## src/rtl/gated_timer_consts.vh

```
/*
  Constants for the gated sixteen-bit timer: register offsets, field
  positions, reset values and source encodings.
  Assumes a Wishbone slave with 32-bit data, one register per word.
*/
// Contract
// - Select 00 counts once per instruction cycle, a quarter of the clock.
// - Select 01 counts every system clock.
// - Select 10 counts pin rising edges after first fall, or oscillator.
// - Wide mode: low-byte read copies high byte into holding buffer.
// - Wide mode: high writes go to buffer; low write loads high byte.
// - Wide mode: live high byte never reached directly.
// - Low-byte write clears prescaler; high-byte write does not.
// - Oscillator enabled by either enable bit, warm-up bit or clock select 01.
// - Gate enabled: count only while gate active, else hold.
// - Gate active when gate level equals polarity bit.
// - Gate source: 00 pin, 01 match pulse, 10 comp one, 11 comp two.
// - Companion rollover after period match gives one-cycle gate pulse.
// - Match gate: polarity 1 counts that cycle only, 0 all but it.
// - Comparator gate from status bit 6 or bit 7.
// - Toggle mode: gate through flip-flop changing on each rising edge of the polarised gate.
// - Toggle bit zero clears and holds the toggle flip-flop.
// - Gate level status shows effective gate after toggling.
// - Status bit 6 reads 1 when system clock is secondary oscillator.
// - Drive bit 4 resets to 1, selects high-power oscillator circuit.
// - Warm-up bit 3 keeps oscillator running without requester.
// - Bit 0 substitutes medium oscillator; bit 1 reads medium stable.
// - External edge detector frozen in Sleep unless sync bypass set; synchronisers keep running.
// - Count wraps FFFFh to 0000h and sets overflow flag.
// - Sync bypass bit set keeps external counting running in Sleep; the source is still sampled on the block clock.
`ifndef GATED_TIMER_CONSTS_VH
`define GATED_TIMER_CONSTS_VH
`define ADR_CONTROL      4'h0
`define ADR_GATE_CONTROL 4'h1
`define ADR_COUNT_LOW    4'h2
`define ADR_COUNT_HIGH   4'h3
`define ADR_OSC_CONTROL  4'h4
`define ADR_STATUS       4'h5
`define ADR_COMPANION    4'h6
`define CTL_RESET        8'h00
`define GCON_RESET       8'h00
`define OSC2_RESET       8'h10
`define CTL_ON           0
`define CTL_WIDE         1
`define CTL_SYNC_BYPASS  2
`define CTL_OSC_ENABLE   3
`define GC_ENABLE        7
`define GC_POLARITY      6
`define GC_TOGGLE        5
`define GC_LEVEL         2
`define OSC2_CLK_ACTIVE  6
`define OSC2_DRIVE       4
`define OSC2_WARMUP      3
`define OSC2_MED_STABLE  1
`define OSC2_MED_SUB     0
`define CLKSEL_INSTR     2'h0
`define CLKSEL_SYSTEM    2'h1
`define CLKSEL_EXTERNAL  2'h2
`define GSRC_PIN         2'h0
`define GSRC_MATCH       2'h1
`define GSRC_COMP_ONE    2'h2
`define GSRC_COMP_TWO    2'h3
`define SYSCLK_SECONDARY 2'h1
`define INSTR_DIV        2'h3
`define COMPANION_PERIOD_RESET 8'hff
`endif

```

## src/rtl/level_sync.v

```verilog
/*
  Two-flop synchroniser for one asynchronous level.
  Assumes clk_i is the block clock; the first flop feeds only the second.
*/
`timescale 1ns/10ps
module level_sync (
  input  wire clk_i,
  input  wire rst_i,
  input  wire async_i,
  output reg  sync_o
);
  reg first;

  always @(posedge clk_i) begin
    if (rst_i) begin
      first  <= 1'b0;
      sync_o <= 1'b0;
    end else begin
      first  <= async_i;
      sync_o <= first;
    end
  end
endmodule

```

## src/rtl/gated_sixteen_bit_timer.v

```verilog
/*
  Gated sixteen-bit timer with companion eight-bit period timer, secondary
  oscillator request logic and a classic Wishbone slave.
  Assumes pins are asynchronous to clk_i; the external count pin is
  sampled, so its edges must be slower than half the clock rate.
*/
`timescale 1ns/10ps
`include "gated_timer_consts.vh"
module gated_sixteen_bit_timer (
  input  wire        clk_i,
  input  wire        rst_i,
  input  wire        cyc_i,
  input  wire        stb_i,
  input  wire        we_i,
  input  wire [3:0]  adr_i,
  input  wire [3:0]  sel_i,
  input  wire [31:0] dat_i,
  output reg  [31:0] dat_o,
  output reg         ack_o,
  input  wire        external_count_pin_i,
  input  wire        secondary_oscillator_i,
  input  wire        gate_pin_i,
  input  wire        comparator_one_status_i,
  input  wire        comparator_two_status_i,
  input  wire        other_timer_osc_enable_i,
  input  wire [1:0]  system_clock_select_i,
  input  wire        medium_osc_stable_i,
  input  wire        sleep_i,
  output reg         secondary_osc_enable_o,
  output reg         secondary_osc_drive_o,
  output reg         medium_osc_substitute_o,
  output reg         overflow_flag_o,
  output reg         gate_level_status_o,
  output reg  [15:0] count_o
);
  reg  [7:0]  control;
  reg  [7:0]  gate_control;
  reg  [7:0]  osc_control;
  reg  [7:0]  companion_period;
  reg  [7:0]  companion_timer_count;
  reg  [7:0]  high_buffer;
  reg  [15:0] count;
  reg  [2:0]  prescaler;
  reg  [1:0]  instr_phase;
  reg         match_pulse;
  reg         toggle_ff;
  reg         ext_prev;
  reg         ext_armed;
  reg         gate_prev_src;
  reg         overflow_flag;
  reg  [31:0] next_dat;

  wire        pin_sync;
  wire        osc_sync;
  wire        gate_pin_sync;
  wire        comp_one_sync;
  wire        comp_two_sync;

  level_sync u_sync_pin (
    .clk_i   (clk_i),
    .rst_i   (rst_i),
    .async_i (external_count_pin_i),
    .sync_o  (pin_sync)
  );
  level_sync u_sync_osc (
    .clk_i   (clk_i),
    .rst_i   (rst_i),
    .async_i (secondary_oscillator_i),
    .sync_o  (osc_sync)
  );
  level_sync u_sync_gate (
    .clk_i   (clk_i),
    .rst_i   (rst_i),
    .async_i (gate_pin_i),
    .sync_o  (gate_pin_sync)
  );
  level_sync u_sync_c1 (
    .clk_i   (clk_i),
    .rst_i   (rst_i),
    .async_i (comparator_one_status_i),
    .sync_o  (comp_one_sync)
  );
  level_sync u_sync_c2 (
    .clk_i   (clk_i),
    .rst_i   (rst_i),
    .async_i (comparator_two_status_i),
    .sync_o  (comp_two_sync)
  );

  wire [1:0] clk_sel   = control[7:6];
  wire [1:0] presc_sel = control[5:4];
  wire       wide      = control[`CTL_WIDE];
  wire [1:0] gate_src  = gate_control[1:0];

  wire access  = cyc_i & stb_i & ~ack_o;
  wire wr_low  = access & we_i & sel_i[0] & (adr_i == `ADR_COUNT_LOW);
  wire wr_high = access & we_i & sel_i[0] & (adr_i == `ADR_COUNT_HIGH);
  wire rd_low  = access & ~we_i & (adr_i == `ADR_COUNT_LOW);

  wire instr_tick = (instr_phase == `INSTR_DIV);

  // The pin and oscillator are sampled on the block clock; in Sleep the
  // external edge detector is frozen unless the sync bypass bit is set.
  wire ext_src  = control[`CTL_OSC_ENABLE] ? osc_sync : pin_sync;
  wire ext_rise = ext_src & ~ext_prev & ext_armed;
  wire ext_tick = ext_rise &
                  (control[`CTL_SYNC_BYPASS] | ~sleep_i);

  reg src_tick;
  always @* begin
    case (clk_sel)
      `CLKSEL_INSTR:    src_tick = instr_tick;
      `CLKSEL_SYSTEM:   src_tick = 1'b1;
      `CLKSEL_EXTERNAL: src_tick = ext_tick;
      default:          src_tick = 1'b0;
    endcase
  end

  reg gate_raw;
  always @* begin
    case (gate_src)
      `GSRC_PIN:      gate_raw = gate_pin_sync;
      `GSRC_MATCH:    gate_raw = match_pulse;
      `GSRC_COMP_ONE: gate_raw = comp_one_sync;
      `GSRC_COMP_TWO: gate_raw = comp_two_sync;
      default:        gate_raw = 1'b0;
    endcase
  end

  wire gate_polar = ~(gate_raw ^ gate_control[`GC_POLARITY]);
  wire gate_eff   = gate_control[`GC_TOGGLE] ? toggle_ff
                                             : gate_polar;
  wire gate_ok    = ~gate_control[`GC_ENABLE] | gate_eff;

  reg presc_done;
  always @* begin
    case (presc_sel)
      2'h0:    presc_done = 1'b1;
      2'h1:    presc_done = prescaler[0];
      2'h2:    presc_done = &prescaler[1:0];
      default: presc_done = &prescaler;
    endcase
  end

  wire run      = control[`CTL_ON] & src_tick & gate_ok;
  wire inc      = run & presc_done;
  wire wrap     = inc & (count == 16'hffff);
  wire comp_hit = instr_tick & (companion_timer_count == companion_period);

  always @(posedge clk_i) begin
    if (rst_i) begin
      instr_phase           <= 2'h0;
      companion_timer_count <= 8'h00;
      match_pulse           <= 1'b0;
      ext_prev              <= 1'b0;
      ext_armed             <= 1'b0;
      gate_prev_src         <= 1'b0;
      toggle_ff             <= 1'b0;
    end else begin
      instr_phase <= instr_phase + 2'h1;
      if (instr_tick)
        companion_timer_count <= comp_hit ? 8'h00
                                          : companion_timer_count + 8'h01;
      // Pulse lasts one instruction cycle after the roll to zero.
      if (instr_tick)
        match_pulse <= comp_hit;
      if (~sleep_i | control[`CTL_SYNC_BYPASS]) begin
        ext_prev <= ext_src;
        if (~ext_src)
          ext_armed <= 1'b1;
      end
      if (clk_sel != `CLKSEL_EXTERNAL)
        ext_armed <= 1'b0;
      gate_prev_src <= gate_polar;
      if (~gate_control[`GC_TOGGLE])
        toggle_ff <= 1'b0;
      else if (gate_polar & ~gate_prev_src)
        toggle_ff <= ~toggle_ff;
    end
  end

  always @(posedge clk_i) begin
    if (rst_i) begin
      count         <= 16'h0000;
      prescaler     <= 3'h0;
      overflow_flag <= 1'b0;
      high_buffer   <= 8'h00;
    end else begin
      if (wr_low) begin
        prescaler <= 3'h0;
        count[7:0] <= dat_i[7:0];
        if (wide)
          count[15:8] <= high_buffer;
      end else if (wr_high & ~wide) begin
        count[15:8] <= dat_i[7:0];
      end else if (inc) begin
        count <= count + 16'h0001;
      end
      if (run & ~wr_low)
        prescaler <= presc_done ? 3'h0 : prescaler + 3'h1;
      if (wr_high & wide)
        high_buffer <= dat_i[7:0];
      else if (rd_low & wide)
        high_buffer <= count[15:8];
      if (wrap)
        overflow_flag <= 1'b1;
      else if (access & we_i & sel_i[0] & (adr_i == `ADR_STATUS) &
               dat_i[0])
        overflow_flag <= 1'b0;
    end
  end

  always @(posedge clk_i) begin
    if (rst_i) begin
      control          <= `CTL_RESET;
      gate_control     <= `GCON_RESET;
      osc_control      <= `OSC2_RESET;
      companion_period <= `COMPANION_PERIOD_RESET;
    end else if (access & we_i & sel_i[0]) begin
      case (adr_i)
        `ADR_CONTROL:      control <= dat_i[7:0];
        `ADR_GATE_CONTROL: gate_control <= {dat_i[7:3], 1'b0, dat_i[1:0]};
        `ADR_OSC_CONTROL:  osc_control <= {3'h0, dat_i[4:3], 2'h0,
                                           dat_i[0]};
        `ADR_COMPANION:    companion_period <= dat_i[7:0];
        default:           ;
      endcase
    end
  end

  always @* begin
    next_dat = 32'h0000_0000;
    case (adr_i)
      `ADR_CONTROL:      next_dat[7:0] = control;
      `ADR_GATE_CONTROL: next_dat[7:0] = {gate_control[7:3], gate_eff,
                                          gate_control[1:0]};
      `ADR_COUNT_LOW:    next_dat[7:0] = count[7:0];
      `ADR_COUNT_HIGH:   next_dat[7:0] = wide ? high_buffer
                                              : count[15:8];
      `ADR_OSC_CONTROL:  next_dat[7:0] = {1'b0,
                         system_clock_select_i == `SYSCLK_SECONDARY,
                         1'b0, osc_control[`OSC2_DRIVE],
                         osc_control[`OSC2_WARMUP], 1'b0,
                         medium_osc_stable_i,
                         osc_control[`OSC2_MED_SUB]};
      `ADR_STATUS:       next_dat[0] = overflow_flag;
      `ADR_COMPANION:    next_dat[15:0] = {companion_timer_count,
                                           companion_period};
      default:           next_dat = 32'h0000_0000;
    endcase
  end

  always @(posedge clk_i) begin
    if (rst_i) begin
      ack_o                   <= 1'b0;
      dat_o                   <= 32'h0000_0000;
      secondary_osc_enable_o  <= 1'b0;
      secondary_osc_drive_o   <= 1'b1;
      medium_osc_substitute_o <= 1'b0;
      overflow_flag_o         <= 1'b0;
      gate_level_status_o     <= 1'b0;
      count_o                 <= 16'h0000;
    end else begin
      ack_o <= access;
      if (access & ~we_i)
        dat_o <= next_dat;
      secondary_osc_enable_o  <= control[`CTL_OSC_ENABLE] |
                                 other_timer_osc_enable_i |
                                 osc_control[`OSC2_WARMUP] |
                                 (system_clock_select_i ==
                                  `SYSCLK_SECONDARY);
      secondary_osc_drive_o   <= osc_control[`OSC2_DRIVE];
      medium_osc_substitute_o <= osc_control[`OSC2_MED_SUB];
      overflow_flag_o         <= overflow_flag;
      gate_level_status_o     <= gate_eff;
      count_o                 <= count;
    end
  end
endmodule

```

## config.mk

```make
export PLATFORM = sky130hd
export DESIGN_NAME = gated_sixteen_bit_timer
export DESIGN_NICKNAME = d
export VERILOG_FILES = /design/src/rtl/level_sync.v /design/src/rtl/gated_sixteen_bit_timer.v
export VERILOG_INCLUDE_DIRS = /design/src /design/src/rtl
export SDC_FILE = /design/constraint.sdc
export NUM_CORES = 1
export LEC_CHECK = 0
export BUFFER_PORTS_ARGS = -buffer_cell sky130_fd_sc_hd__buf_2
export CAP_MARGIN = 25
export CORE_ASPECT_RATIO = 1.25
export CORE_UTILIZATION = 51
export CTS_BUF_LIST = sky130_fd_sc_hd__clkbuf_2
export DETAILED_ROUTE_END_ITERATION = 10
export GPL_ROUTABILITY_DRIVEN = 0
export HOLD_SLACK_MARGIN = 0.05
export PLACE_DENSITY_LB_ADDON = 0.3
export SYNTH_ARGS = -nofsm -noshare
export SYNTH_HDL_FRONTEND = slang
export SYNTH_HIERARCHICAL = 1
export SYNTH_SLANG_ARGS = --single-unit
```

## constraint.sdc

```tcl
create_clock -name clk_i -period 6.15 [get_ports clk_i]
set_input_delay 0.9225 -clock clk_i [delete_from_list [all_inputs] [get_ports clk_i]]
set_output_delay 0.9225 -clock clk_i [all_outputs]
set_load 0.01 [all_outputs]
```

# Word level (Yosys, flattened, before mapping)
# Index checks and enable logic that the tools add are counted.
# totals
inputBits	55
wordCells	138
out_inout_bits	54
regBits	117
# op_classes
bitwise_logic	41
n_reduce_logical	19
add_sub_neg	4
eq_ne	19
n_mux	21
# op_table
op	n
$mux W8	7
$pmux W7 S6	1
$mux W16	2
$and A1 B1 Y1	23
$add A16 B1 Y16 const B	1
$eq A16 B16 Y1 const B	1
$reduce_and A2 Y1	7
$eq A4 B3 Y1 const B	3
$not A1 Y1	12
$eq A2 B2 Y1 const B	5
$mux W3	3
$add A8 B1 Y8 const B	1
$eq A2 B1 Y1 const B	4
$eq A4 B2 Y1 const B	2
$eq A8 B8 Y1	1
$reduce_bool A2 Y1	4
$pmux W1 S7	1
$logic_not A2 Y1	3
$pmux W1 S3	2
$or A1 B1 Y1	5
$eq A4 B1 Y1 const B	1
$logic_not A4 Y1	1
$mux W1	4
$ne A2 B2 Y1 const B	2
7 further kinds	8

# Longest topological paths before layout
# Gate-level depths: netlist (run 1).
# depth
word_depth	11
depth_mapped	8
ltp_nobuf	7

# Hierarchy
# The synthesis (run 1) kept the hierarchy.
# modules_own_cells
module	cells_each	area_per_inst_um2	instances	seq_area_each_um2
gated_sixteen_bit_timer	616	5416.4	1	2142.1
level_sync	4	52.6	5	40.0

# Worst setup path after synthesis (run 1)
# Ideal clock, no wire load.
# synth_path
path_type	input to register
from	input port adr_i[1]
to	register count[15]
setup_ps	123
n_path_buf	2
arrival_time_ps	2446
t_required_ps	6027
path_stages	7
path_slack_ps	3581
path_cell_list	buf_2 > nor4b_2 > buf_2 > a21oi_1 > nor2_1 > a21o_4 > mux2_1
# synth_via
elab_chain_cells	5
elab_cells_between_ends	8
classes_between	2 x eq/ne; 2 x mux; 3 x bitwise; 1 x reduce/logical
# synth_lines
element	line_no	source
from (decl)	gated_sixteen_bit_timer.v:15	input wire [3:0] adr_i,
$eq A4 B2 Y1	n/a	
$and A1 B1 Y1	gated_sixteen_bit_timer.v:97	wire wr_high = access & we_i & sel_i[0] & (adr_i == `ADR_COUNT_HIGH);
$and A1 B1 Y1	gated_sixteen_bit_timer.v:194	end else if (wr_high & ~wide) begin
$mux W8	gated_sixteen_bit_timer.v:194	
$mux W16	gated_sixteen_bit_timer.v:189	if (wr_low) begin
to (signal assigned)	gated_sixteen_bit_timer.v:193	count[15:8] <= high_buffer;
to (signal assigned)	gated_sixteen_bit_timer.v:195	count[15:8] <= dat_i[7:0];
to (signal assigned)	gated_sixteen_bit_timer.v:197	count <= count + 16'h0001;
to (decl)	gated_sixteen_bit_timer.v:42	reg [15:0] count;
# Parallel ways exist; a longest one is shown, timed or not.
# A chain may end at the register's enable or synchronous reset.

# Worst setup path after layout (run 1)
# layout_path
from	register control[1]
to	register count[6]
# layout_via
elab_chain_cells	4
# layout_lines
element	line_no	source
from (decl)	gated_sixteen_bit_timer.v:36	reg [7:0] control;
from (signal assigned)	gated_sixteen_bit_timer.v:215	control <= `CTL_RESET;
from (signal assigned)	gated_sixteen_bit_timer.v:221	`ADR_CONTROL: control <= dat_i[7:0];
$not A1 Y1	gated_sixteen_bit_timer.v:194	
$and A1 B1 Y1	gated_sixteen_bit_timer.v:194	
$ne A2 B2 Y1 (no line)	n/a	
$reduce_and A2 Y1 (no line)	n/a	
to (signal assigned)	gated_sixteen_bit_timer.v:191	count[7:0] <= dat_i[7:0];
to (signal assigned)	gated_sixteen_bit_timer.v:197	
# No other way between the ends.

==> results of run 1 <==
[routing by layer]
layer / vias to the layer above / wire length, um
met3: 44 / 1050
li1: 2364 / -
met5: - / 0
met1: 2393 / 5810
met2: 237 / 7310
met4: 0 / 603
[cells by family (layout without fill, tap and decap cells)]
logic type               after synthesis  in the layout  synth area share [%]
AND/OR/NAND/NOR                      254            254                  24.0
AO/OA/AOI/OAI                        125            125                  16.6
flip-flops                           117            117                  41.2
buffers and inverters                 75            108                  6.63
multiplexers                          41             41                  7.56
XOR/XNOR                              18             18                  2.78
adder cells (fa/ha/maj)                5              5                  1.10
other                                  1             17                0.0660
[flip-flops by register name, indices dropped and copies added (netlist names), 2 cells and up]
signal / count
control: 8
gate_control: 7
count: 16
high_buffer: 8
dat_o: 16
instr_phase: 2
prescaler: 3
osc_control: 3
count_o: 16
companion_period: 8
companion_timer_count: 8
[Yosys cell counts, types with 13 or more instances]
master	count	area (um^2)
nor2b_1	41	257
o21ai_0	14	70.1
mux2i_1	35	350
a21oi_1	23	115
a311oi_1	13	114
nand3_1	22	110
xor2_1	14	123
buf_4	18	135
nand2_1	37	139
clkbuf_1	35	131
nor3_1	16	80.1
dfxtp_1	117	2340
nor2_1	68	255
a221oi_1	13	114
[report_power, final]
| part | leakage [uW] | switching (uW) | internal [uW] |
|---|---|---|---|
| clock | 0.000140 | 269 | 221 |
| combinational | 0.00114 | 60.8 | 32.2 |
| sequential | 0.000948 | 9.34 | 771 |
[final timing paths]
check / slack (ns) / end / start
max: 3.24 / count[6] / control[1]
min: 0.44 / instr_phase[0] / instr_phase[0]
max reg2reg: 3.24 / count[6] / control[1]
min reg2reg: 0.44 / instr_phase[0] / instr_phase[0]
[per-stage QoR]
step                      std cells  setup slack, ns  area (um^2)  total power, uW  utilization [%]
after global routing            817             2.99         6160             1420             57.5
after detailed placement        785             2.85         5920              888             55.2
after floorplan                 651             3.58         5740              860                -
final                           817             3.24         6160             1360             57.5
after CTS                       814             3.30         6140             1370             57.2
after global placement          784             2.78         5910              885             55.2
[cell type report]
| cell class | instances | area, um^2 | area share [%] |
|---|---|---|---|
| flip-flops and latches | 117 | 2340 | 38.0 |
| repair buffers | 72 | 388 | 6.29 |
| clock buffers | 21 | 105 | 1.71 |
| inverters | 7 | 26.3 | 0.426 |
| diodes | 1 | 2.50 | 0.0406 |
| multi-input cells | 459 | 3020 | 49.1 |
| well taps | 132 | 165 | 2.68 |
| clock inverters | 8 | 110 | 1.79 |
==> flow_metrics.tcl, run 1 <==
set metrics [dict create \
    yosys_warnings 6 \
    tritoncts_buffers 17 \
    clock_pin_slew_of_the_registers_on_the_worst_case_setup_and_hold_paths_ns 0.14 \
    total_wire_length_after_detailed_routing_um 14800 \
    syn_inst 636 \
    grt-ovfl-total 0 \
    path_type_of_the_worst_setup_path "reg2reg" \
    layout-drive-gt1-share_pct 16.5 \
    max-clock-path-buffers 2 \
    die_area_um2 11600 \
    global_route.usage.total_pct 26.6 \
    rsz0062_at_grt "false" \
    worstPathArrival_ns 3.50 \
    drtIter0Drc 404 \
    hold_buffers 0 \
    hp-class "reg2reg" \
    clock-root-buffer "clkbuf_2" \
    clock_latency_on_the_worst_skew_pair_ns 0.69 \
    hpwlAfterDp_um 10300 \
    max_cap_viol_count 0 \
    std_cell_rows 42 \
    crit_path_max_incr_delay_ns 0.80 \
    postSynthRegisterBits 117 \
    register_area_share_after_synthesis_pct 41.2 \
    slew_viol_final 0 \
    postCtsSetupRepairBufs 0 \
    synth.distinct_cells 67 \
    final_common_cell "dfxtp_1" \
    drtAntennaViolNets 0 \
    whs_path_depth 1 \
    max-vdd-ir-drop_mv 0.0972 \
    cp_cell_sequence "inv_1, nand4_1, o211ai_1, or4_1, a311oi_1" \
    path_delay_family "simple AND/OR/NAND/NOR gates" \
    number_of_buffer_and_inverter_stages_on_the_critical_path 1 \
    grt_first_pass_wirelength_um 23200 \
    cp-start-kind "flip-flop" \
    outcome "finished clean" \
    gr-usage-met2_pct 43.8 \
    slowest_stage_cell_cp "dfxtp_1" \
    finalSetupViolCount 0 \
    fillerInstances 982 \
    synth-edff-count 0 \
    relSlewSlack_pct 42.3 \
    cp_max_fo 14 \
    final_period_minus_worst_setup_slack_ns 2.91 \
    finalCritPeriodShare_pct 47.3 \
    initial_core_util_pct 53.0 \
    use_met3_pct 7.03 \
    io_pins 109 \
    hold_ws_ns 0.438 \
    critPathCaptureType "flip-flop" \
    port-buffer-count 65 \
    power_density_nw_per_um2 221 \
    post-route-drc-count 0 \
    grt_max_degree 59 \
    first_global_vias 4583 \
    detail_route.first_pass.iterations 8 \
    max_freq_mhz 344 \
    num-nets-final 734 \
    timing.clock.skew_ns 0.0277 \
    gr-usage-met1_pct 31.0 \
    crit_path_depth 5 \
    die_height_um 120 \
    via_per_inst 6.17 \
    cts_resized 0 \
    top_usage_layer "met2" \
    synth.cell_area_um2 5680 \
    layout.cells.most_common_list "117 x dfxtp_1, 68 x nor2_1, 64 x buf_2" \
    synth_ff_type "dfxtp_1" \
    cts_tree "done" \
    antenna_found_initial 1 \
    worst-slew-pin-transition_ns 0.862 \
    detail_route.wl_per_cell_um 18.1 \
    setup_tns_ns 0 \
    detailroute.via_count 5038 \
    worst_r2r_path_depth 5 \
    fp.dieW_um 96.4 \
    core_area_um2 10700 \
    timing_hold_violations_final 0 \
    power.static_leakage_uw 0.00223 \
    clock_tree.htree_level_count 4 \
    synth.avg_cell_area_um2 8.93 \
    ys_async_sr_fraction_pct 0 \
    syn2layout_area_growth_pct 8.50 \
    clock_sinks 117 \
    required_ns 6.74 \
]
(Power assumes the default switching activity.)
==> inputs of run 2 (changes only) <==
- clock period: 6.15 -> 2.38 ns (I/O delays scaled with it)
==> run 2 against run 1 <==
Compared with the run above:
- clock skew grew 0.0083 ns
- worst setup slack lost 3.1 ns
- first-iteration DRC count shrank 13%
- via count grew 4.9%
- power grew to 2.8 times the previous value
- sequential power grew to 2.6 times the previous value
- sequential cell count is the same
- core utilization grew 4.6 points
- worst hold slack lost 0.26 ns
- critical endpoint is now count[9]
- largest power group unchanged
==> flow_metrics.tcl, run 2 (synthesis results as in run 1) <==
set metrics [dict create \
    clock_sinks 117 \
    antenna_found_initial 0 \
    syn2layout_area_growth_pct 17.2 \
    post-route-drc-count 0 \
    detail_route.wl_per_cell_um 18.0 \
    drtIter0Drc 353 \
    io_pins 109 \
    core_area_um2 10700 \
    fin_total_pwr_uw 3830 \
    fp.dieW_um 96.4 \
    path_delay_family "multiplexers" \
    clock-root-buffer "clkbuf_2" \
    clock_tree.htree_level_count 4 \
    detailroute.via_count 5287 \
    worst-slew-pin-transition_ns 0.720 \
    outcome "finished clean" \
    die_height_um 120 \
    slew_viol_final 0 \
    clock_latency_on_the_worst_skew_pair_ns 0.69 \
    initial_core_util_pct 53.0 \
    max_cap_viol_count 0 \
    timing_hold_violations_final 0 \
    total_wire_length_after_detailed_routing_um 15700 \
    grt_first_pass_wirelength_um 24300 \
    layout_setup_ws_ns 0.127 \
    finalSetupViolCount 0 \
    grt-ovfl-total 0 \
    met1_wl_um 6130 \
    finalCritPeriodShare_pct 94.7 \
    num-nets-final 786 \
    drtAntennaViolNets 0 \
    met2RoutedLength_um 7880 \
    port-buffer-count 65 \
    via_per_inst 6.08 \
    grt_max_degree 66 \
    timing.clock.skew_ns 0.0360 \
    power.static_leakage_uw 0.00250 \
    layout-drive-gt1-share_pct 20.6 \
    antenna_cells_inserted 0 \
    maxUsedRoutingLayer "met4" \
    cp_max_fo 7 \
    finish.cell_count_without_fillers 870 \
    global_route.usage.total_pct 28.1 \
    std_cell_rows 42 \
    hp-class "in2reg" \
    crit_path_max_incr_delay_ns 0.50 \
    clock_pin_slew_of_the_registers_on_the_worst_case_setup_and_hold_paths_ns 0.17 \
    hpwlAfterDp_um 11000 \
    largest_registers "count x16, count_o x16, dat_o x16" \
    place_inst 819 \
    detail_route.first_pass.iterations 5 \
    final_period_minus_worst_setup_slack_ns 2.25 \
    cp_cell_sequence "mux2i_1, mux2_2, o32a_2, buf_4, nand2_1, a221oi_1" \
    first_global_vias 4942 \
    max_freq_mhz 444 \
    power_density_nw_per_um2 576 \
    path_type_of_the_worst_setup_path "reg2reg" \
    cts_tree "done" \
    die_area_um2 11600 \
    tritoncts_buffers 17 \
    met3RoutedLength_um 1060 \
    cp-start-kind "flip-flop" \
    number_of_buffer_and_inverter_stages_on_the_critical_path 1 \
    max-clock-path-buffers 2 \
    layout.cells.most_common_list "117 x dfxtp_1, 68 x nor2_1, 64 x buf_2" \
    required_ns 2.91 \
    place_worst_setup_slack_ns 0.0912 \
    final_common_cell "dfxtp_1" \
    critPathCaptureType "flip-flop" \
    relSlewSlack_pct 52.0 \
    max-vdd-ir-drop_mv 0.267 \
    slowest_stage_cell_cp "dfxtp_1" \
    worstPathArrival_ns 2.78 \
]
## run 2: cell types whose count changed in the layout (fill, tap and decap cells not counted), sizes merged
cell	previous run	this run
clkbuf	22	19
dlygate4sd3	0	18
buf	71	106
bufinv	3	5
clkinv	5	6
clkinvlp	0	1
diode	1	0
## run 2: power by group
part / internal (uW) / switching [uW] / leakage (uW)
Combinational: 117 / 174 / 0.00138
Sequential: 1990 / 19.7 / 0.000948
Clock: 785 / 745 / 0.000169
## run 2: worst paths after layout
kind	start	endpoint	slack, ns	depth (start not counted)
max	gate_control[1]	count[9]	0.13	6
min	system_clock_select_i[1]	dat_o[6]	0.17	5
max reg2reg	gate_control[1]	count[9]	0.13	6
min reg2reg	instr_phase[0]	instr_phase[0]	0.43	1
## run 2: timing repair
action,4_1_cts,5_1_grt
setup endpoints to repair,0,10
gates resized for setup,0,1
setup buffers,0,2
endpoints found under the hold margin,35,0
hold buffers,18,0
## run 2: per-layer routing
metal	up-vias	track usage [%]
li1	2463	-
met3	53	6.02
met2	251	48.3
met5	-	0
met1	2520	32.1
met4	0	14.2
## run 2: worst min-delay path, stage by stage
cell and delay [ns]:
buf_2 0.07, nand2b_1 0.11, o21ai_0 0.07, a21oi_1 0.14, a211oi_1 0.08
## run 2: area by class of cell
type	instances	area, um^2
inverters	7	26.3
fillers	939	4070
well taps	132	165
clock buffers	19	95.1
flip-flops and latches	117	2340
clock inverters	12	185
multi-input cells	459	3020
repair buffers	124	816
## run 2: through the flow
step	hold slack (ns)	TNS [ns]	cell area [um^2]	util, %
floorplan	0.399	0	5740	-
CTS	0.120	0	6640	61.9
global route	0.141	-0.0318	6650	62.1
global placement	0.408	0	6180	57.6
finish	0.174	0	6650	62.1
detailed placement	0.414	0	6180	57.6
==> inputs of run 3 (changes only) <==
- SETUP_SLACK_MARGIN: not set -> 0.15
- clock period: 2.38 -> 2.9 ns (I/O delays scaled with it)
==> run 3 against run 2 <==
Compared with the run above:
- worst setup slack better by 0.37 ns
- design area is 5.0% lower
- critical path depth is 1 lower
- sequential share of layout area is 1.8 points higher
- global-route usage is 1.2 points lower
- clock power is 31% lower
- fmax is 6.1% lower
- clock-buffer cell count is 2 lower
- sequential cell count stayed put
- via count is 3.2% lower
- highest routed layer unchanged
==> flow_metrics.tcl, run 3 (synthesis results as in run 1) <==
set metrics [dict create \
    worst-slew-pin-transition_ns 0.882 \
    cp-start-kind "flip-flop" \
    die_area_um2 11600 \
    cp_max_fo 10 \
    timing.clock.skew_ns 0.0294 \
    layout.cells.most_common_list "117 x dfxtp_1, 68 x nor2_1, 64 x buf_2" \
    clock-root-buffer "clkbuf_2" \
    clock_latency_on_the_worst_skew_pair_ns 0.69 \
    total_wire_length_after_detailed_routing_um 14900 \
    detail_route.first_pass.iterations 5 \
    final_common_cell "dfxtp_1" \
    first_global_vias 4782 \
    max-vdd-ir-drop_mv 0.219 \
    grt_first_pass_wirelength_um 23600 \
    setup_tns_ns 0 \
    multi_input_area_um2 3020 \
    finalSetupViolCount 0 \
    die_height_um 120 \
    outcome "finished clean" \
    hp-class "in2reg" \
    rsz0062_at_grt "false" \
    power_density_nw_per_um2 462 \
    final_period_minus_worst_setup_slack_ns 2.40 \
    global_route.usage.total_pct 26.9 \
    clock_tree.htree_level_count 4 \
    max_cap_viol_count 0 \
    syn2layout_area_growth_pct 11.3 \
    detail_route.wl_per_cell_um 17.8 \
    grt_max_degree 87 \
    clock_pin_slew_of_the_registers_on_the_worst_case_setup_and_hold_paths_ns 0.17 \
    timing_hold_violations_final 0 \
    std_cell_rows 42 \
    cts_resized 0 \
    finalCritPeriodShare_pct 82.7 \
    post-route-drc-count 0 \
    max-clock-path-buffers 2 \
    slew_viol_final 0 \
    grt-ovfl-total 0 \
    drtAntennaViolNets 0 \
    io_pins 109 \
    via_per_inst 6.12 \
    cts_tree "done" \
    core_area_um2 10700 \
    num-nets-final 752 \
    worstPathArrival_ns 2.97 \
    relSlewSlack_pct 41.2 \
    hpwlAfterDp_um 10500 \
    detailroute.via_count 5119 \
    power.static_leakage_uw 0.00231 \
    ff_latch_area_um2 2340 \
    fin_total_pwr_uw 2920 \
    path_type_of_the_worst_setup_path "reg2reg" \
    critPathCaptureType "flip-flop" \
    clock_sinks 117 \
    antenna_found_initial 0 \
    layout-drive-gt1-share_pct 17.6 \
    antenna_cells_inserted 0 \
    port-buffer-count 65 \
    fillerInstances 968 \
    largest_registers "count x16, count_o x16, dat_o x16" \
    max_freq_mhz 417 \
    fp.dieW_um 96.4 \
    hold_ws_ns 0.102 \
    tritoncts_buffers 17 \
    drtIter0Drc 362 \
    initial_core_util_pct 53.0 \
    required_ns 3.47 \
]
==> run 3: cell count changes in the layout (fill, tap and decap cells not counted) <==
cell / delta
bufinv_16: -2
o32a_2: -1
clkinv_1: +2
buf_4: -25
clkbuf_2: -2
dlygate4sd3_1: -9
o32a_1: +1
clkinv_2: +2
==> run 3: routing by layer <==
metal  routed length, um  global-route usage [%]
met5                   0                       0
met2                7530                    45.3
met1                6000                    31.6
met4                 516                    13.6
met3                 860                    5.64
==> run 3: final cells by class <==
cell class | count | area share, %
multi-input cells | 459 | 47.8
flip-flops and latches | 117 | 37.0
repair buffers | 90 | 8.51
well taps | 132 | 2.61
clock inverters | 14 | 2.26
clock buffers | 17 | 1.35
inverters | 7 | 0.416
==> run 3: timing repair <==
action                                  4_1_cts  5_1_grt
endpoints found under the hold margin         7        0
buffers inserted                              0        0
endpoints found under the setup margin        0        0
hold buffers                                  9        0
==> run 3: metrics by stage <==
step | cell area (um^2) | utilization [%] | cells | setup slack [ns]
after floorplan | 5740 | - | 651 | 0.781
after global placement | 6000 | 56.0 | 796 | 0.565
after detailed placement | 6000 | 56.0 | 796 | 0.510
after CTS | 6320 | 59.0 | 836 | 0.512
after global routing | 6320 | 59.0 | 836 | 0.369
final | 6320 | 59.0 | 836 | 0.502
==> run 3: final timing paths <==
kind	slack, ns	from	depth (start not counted)	endpoint
max	0.50	gate_control[1]	5	count[15]
min reg2reg	0.44	instr_phase[0]	1	instr_phase[0]
min	0.10	dat_i[6]	2	companion_period[6]
max reg2reg	0.50	gate_control[1]	5	count[15]
==> run 3: power by group <==
group | internal, uW | switching, uW
clock network | 455 | 596
registers | 1630 | 19.5
logic | 79.3 | 134
total | 2170 | 749
==> run 3: worst max-delay path, cell delays in order (launching register included) <==
cell,delay (ns)
dfxtp_1,0.52
mux2i_1,0.26
mux2_2,0.36
o32a_1,0.54
a21o_4,0.33
mux2_1,0.30
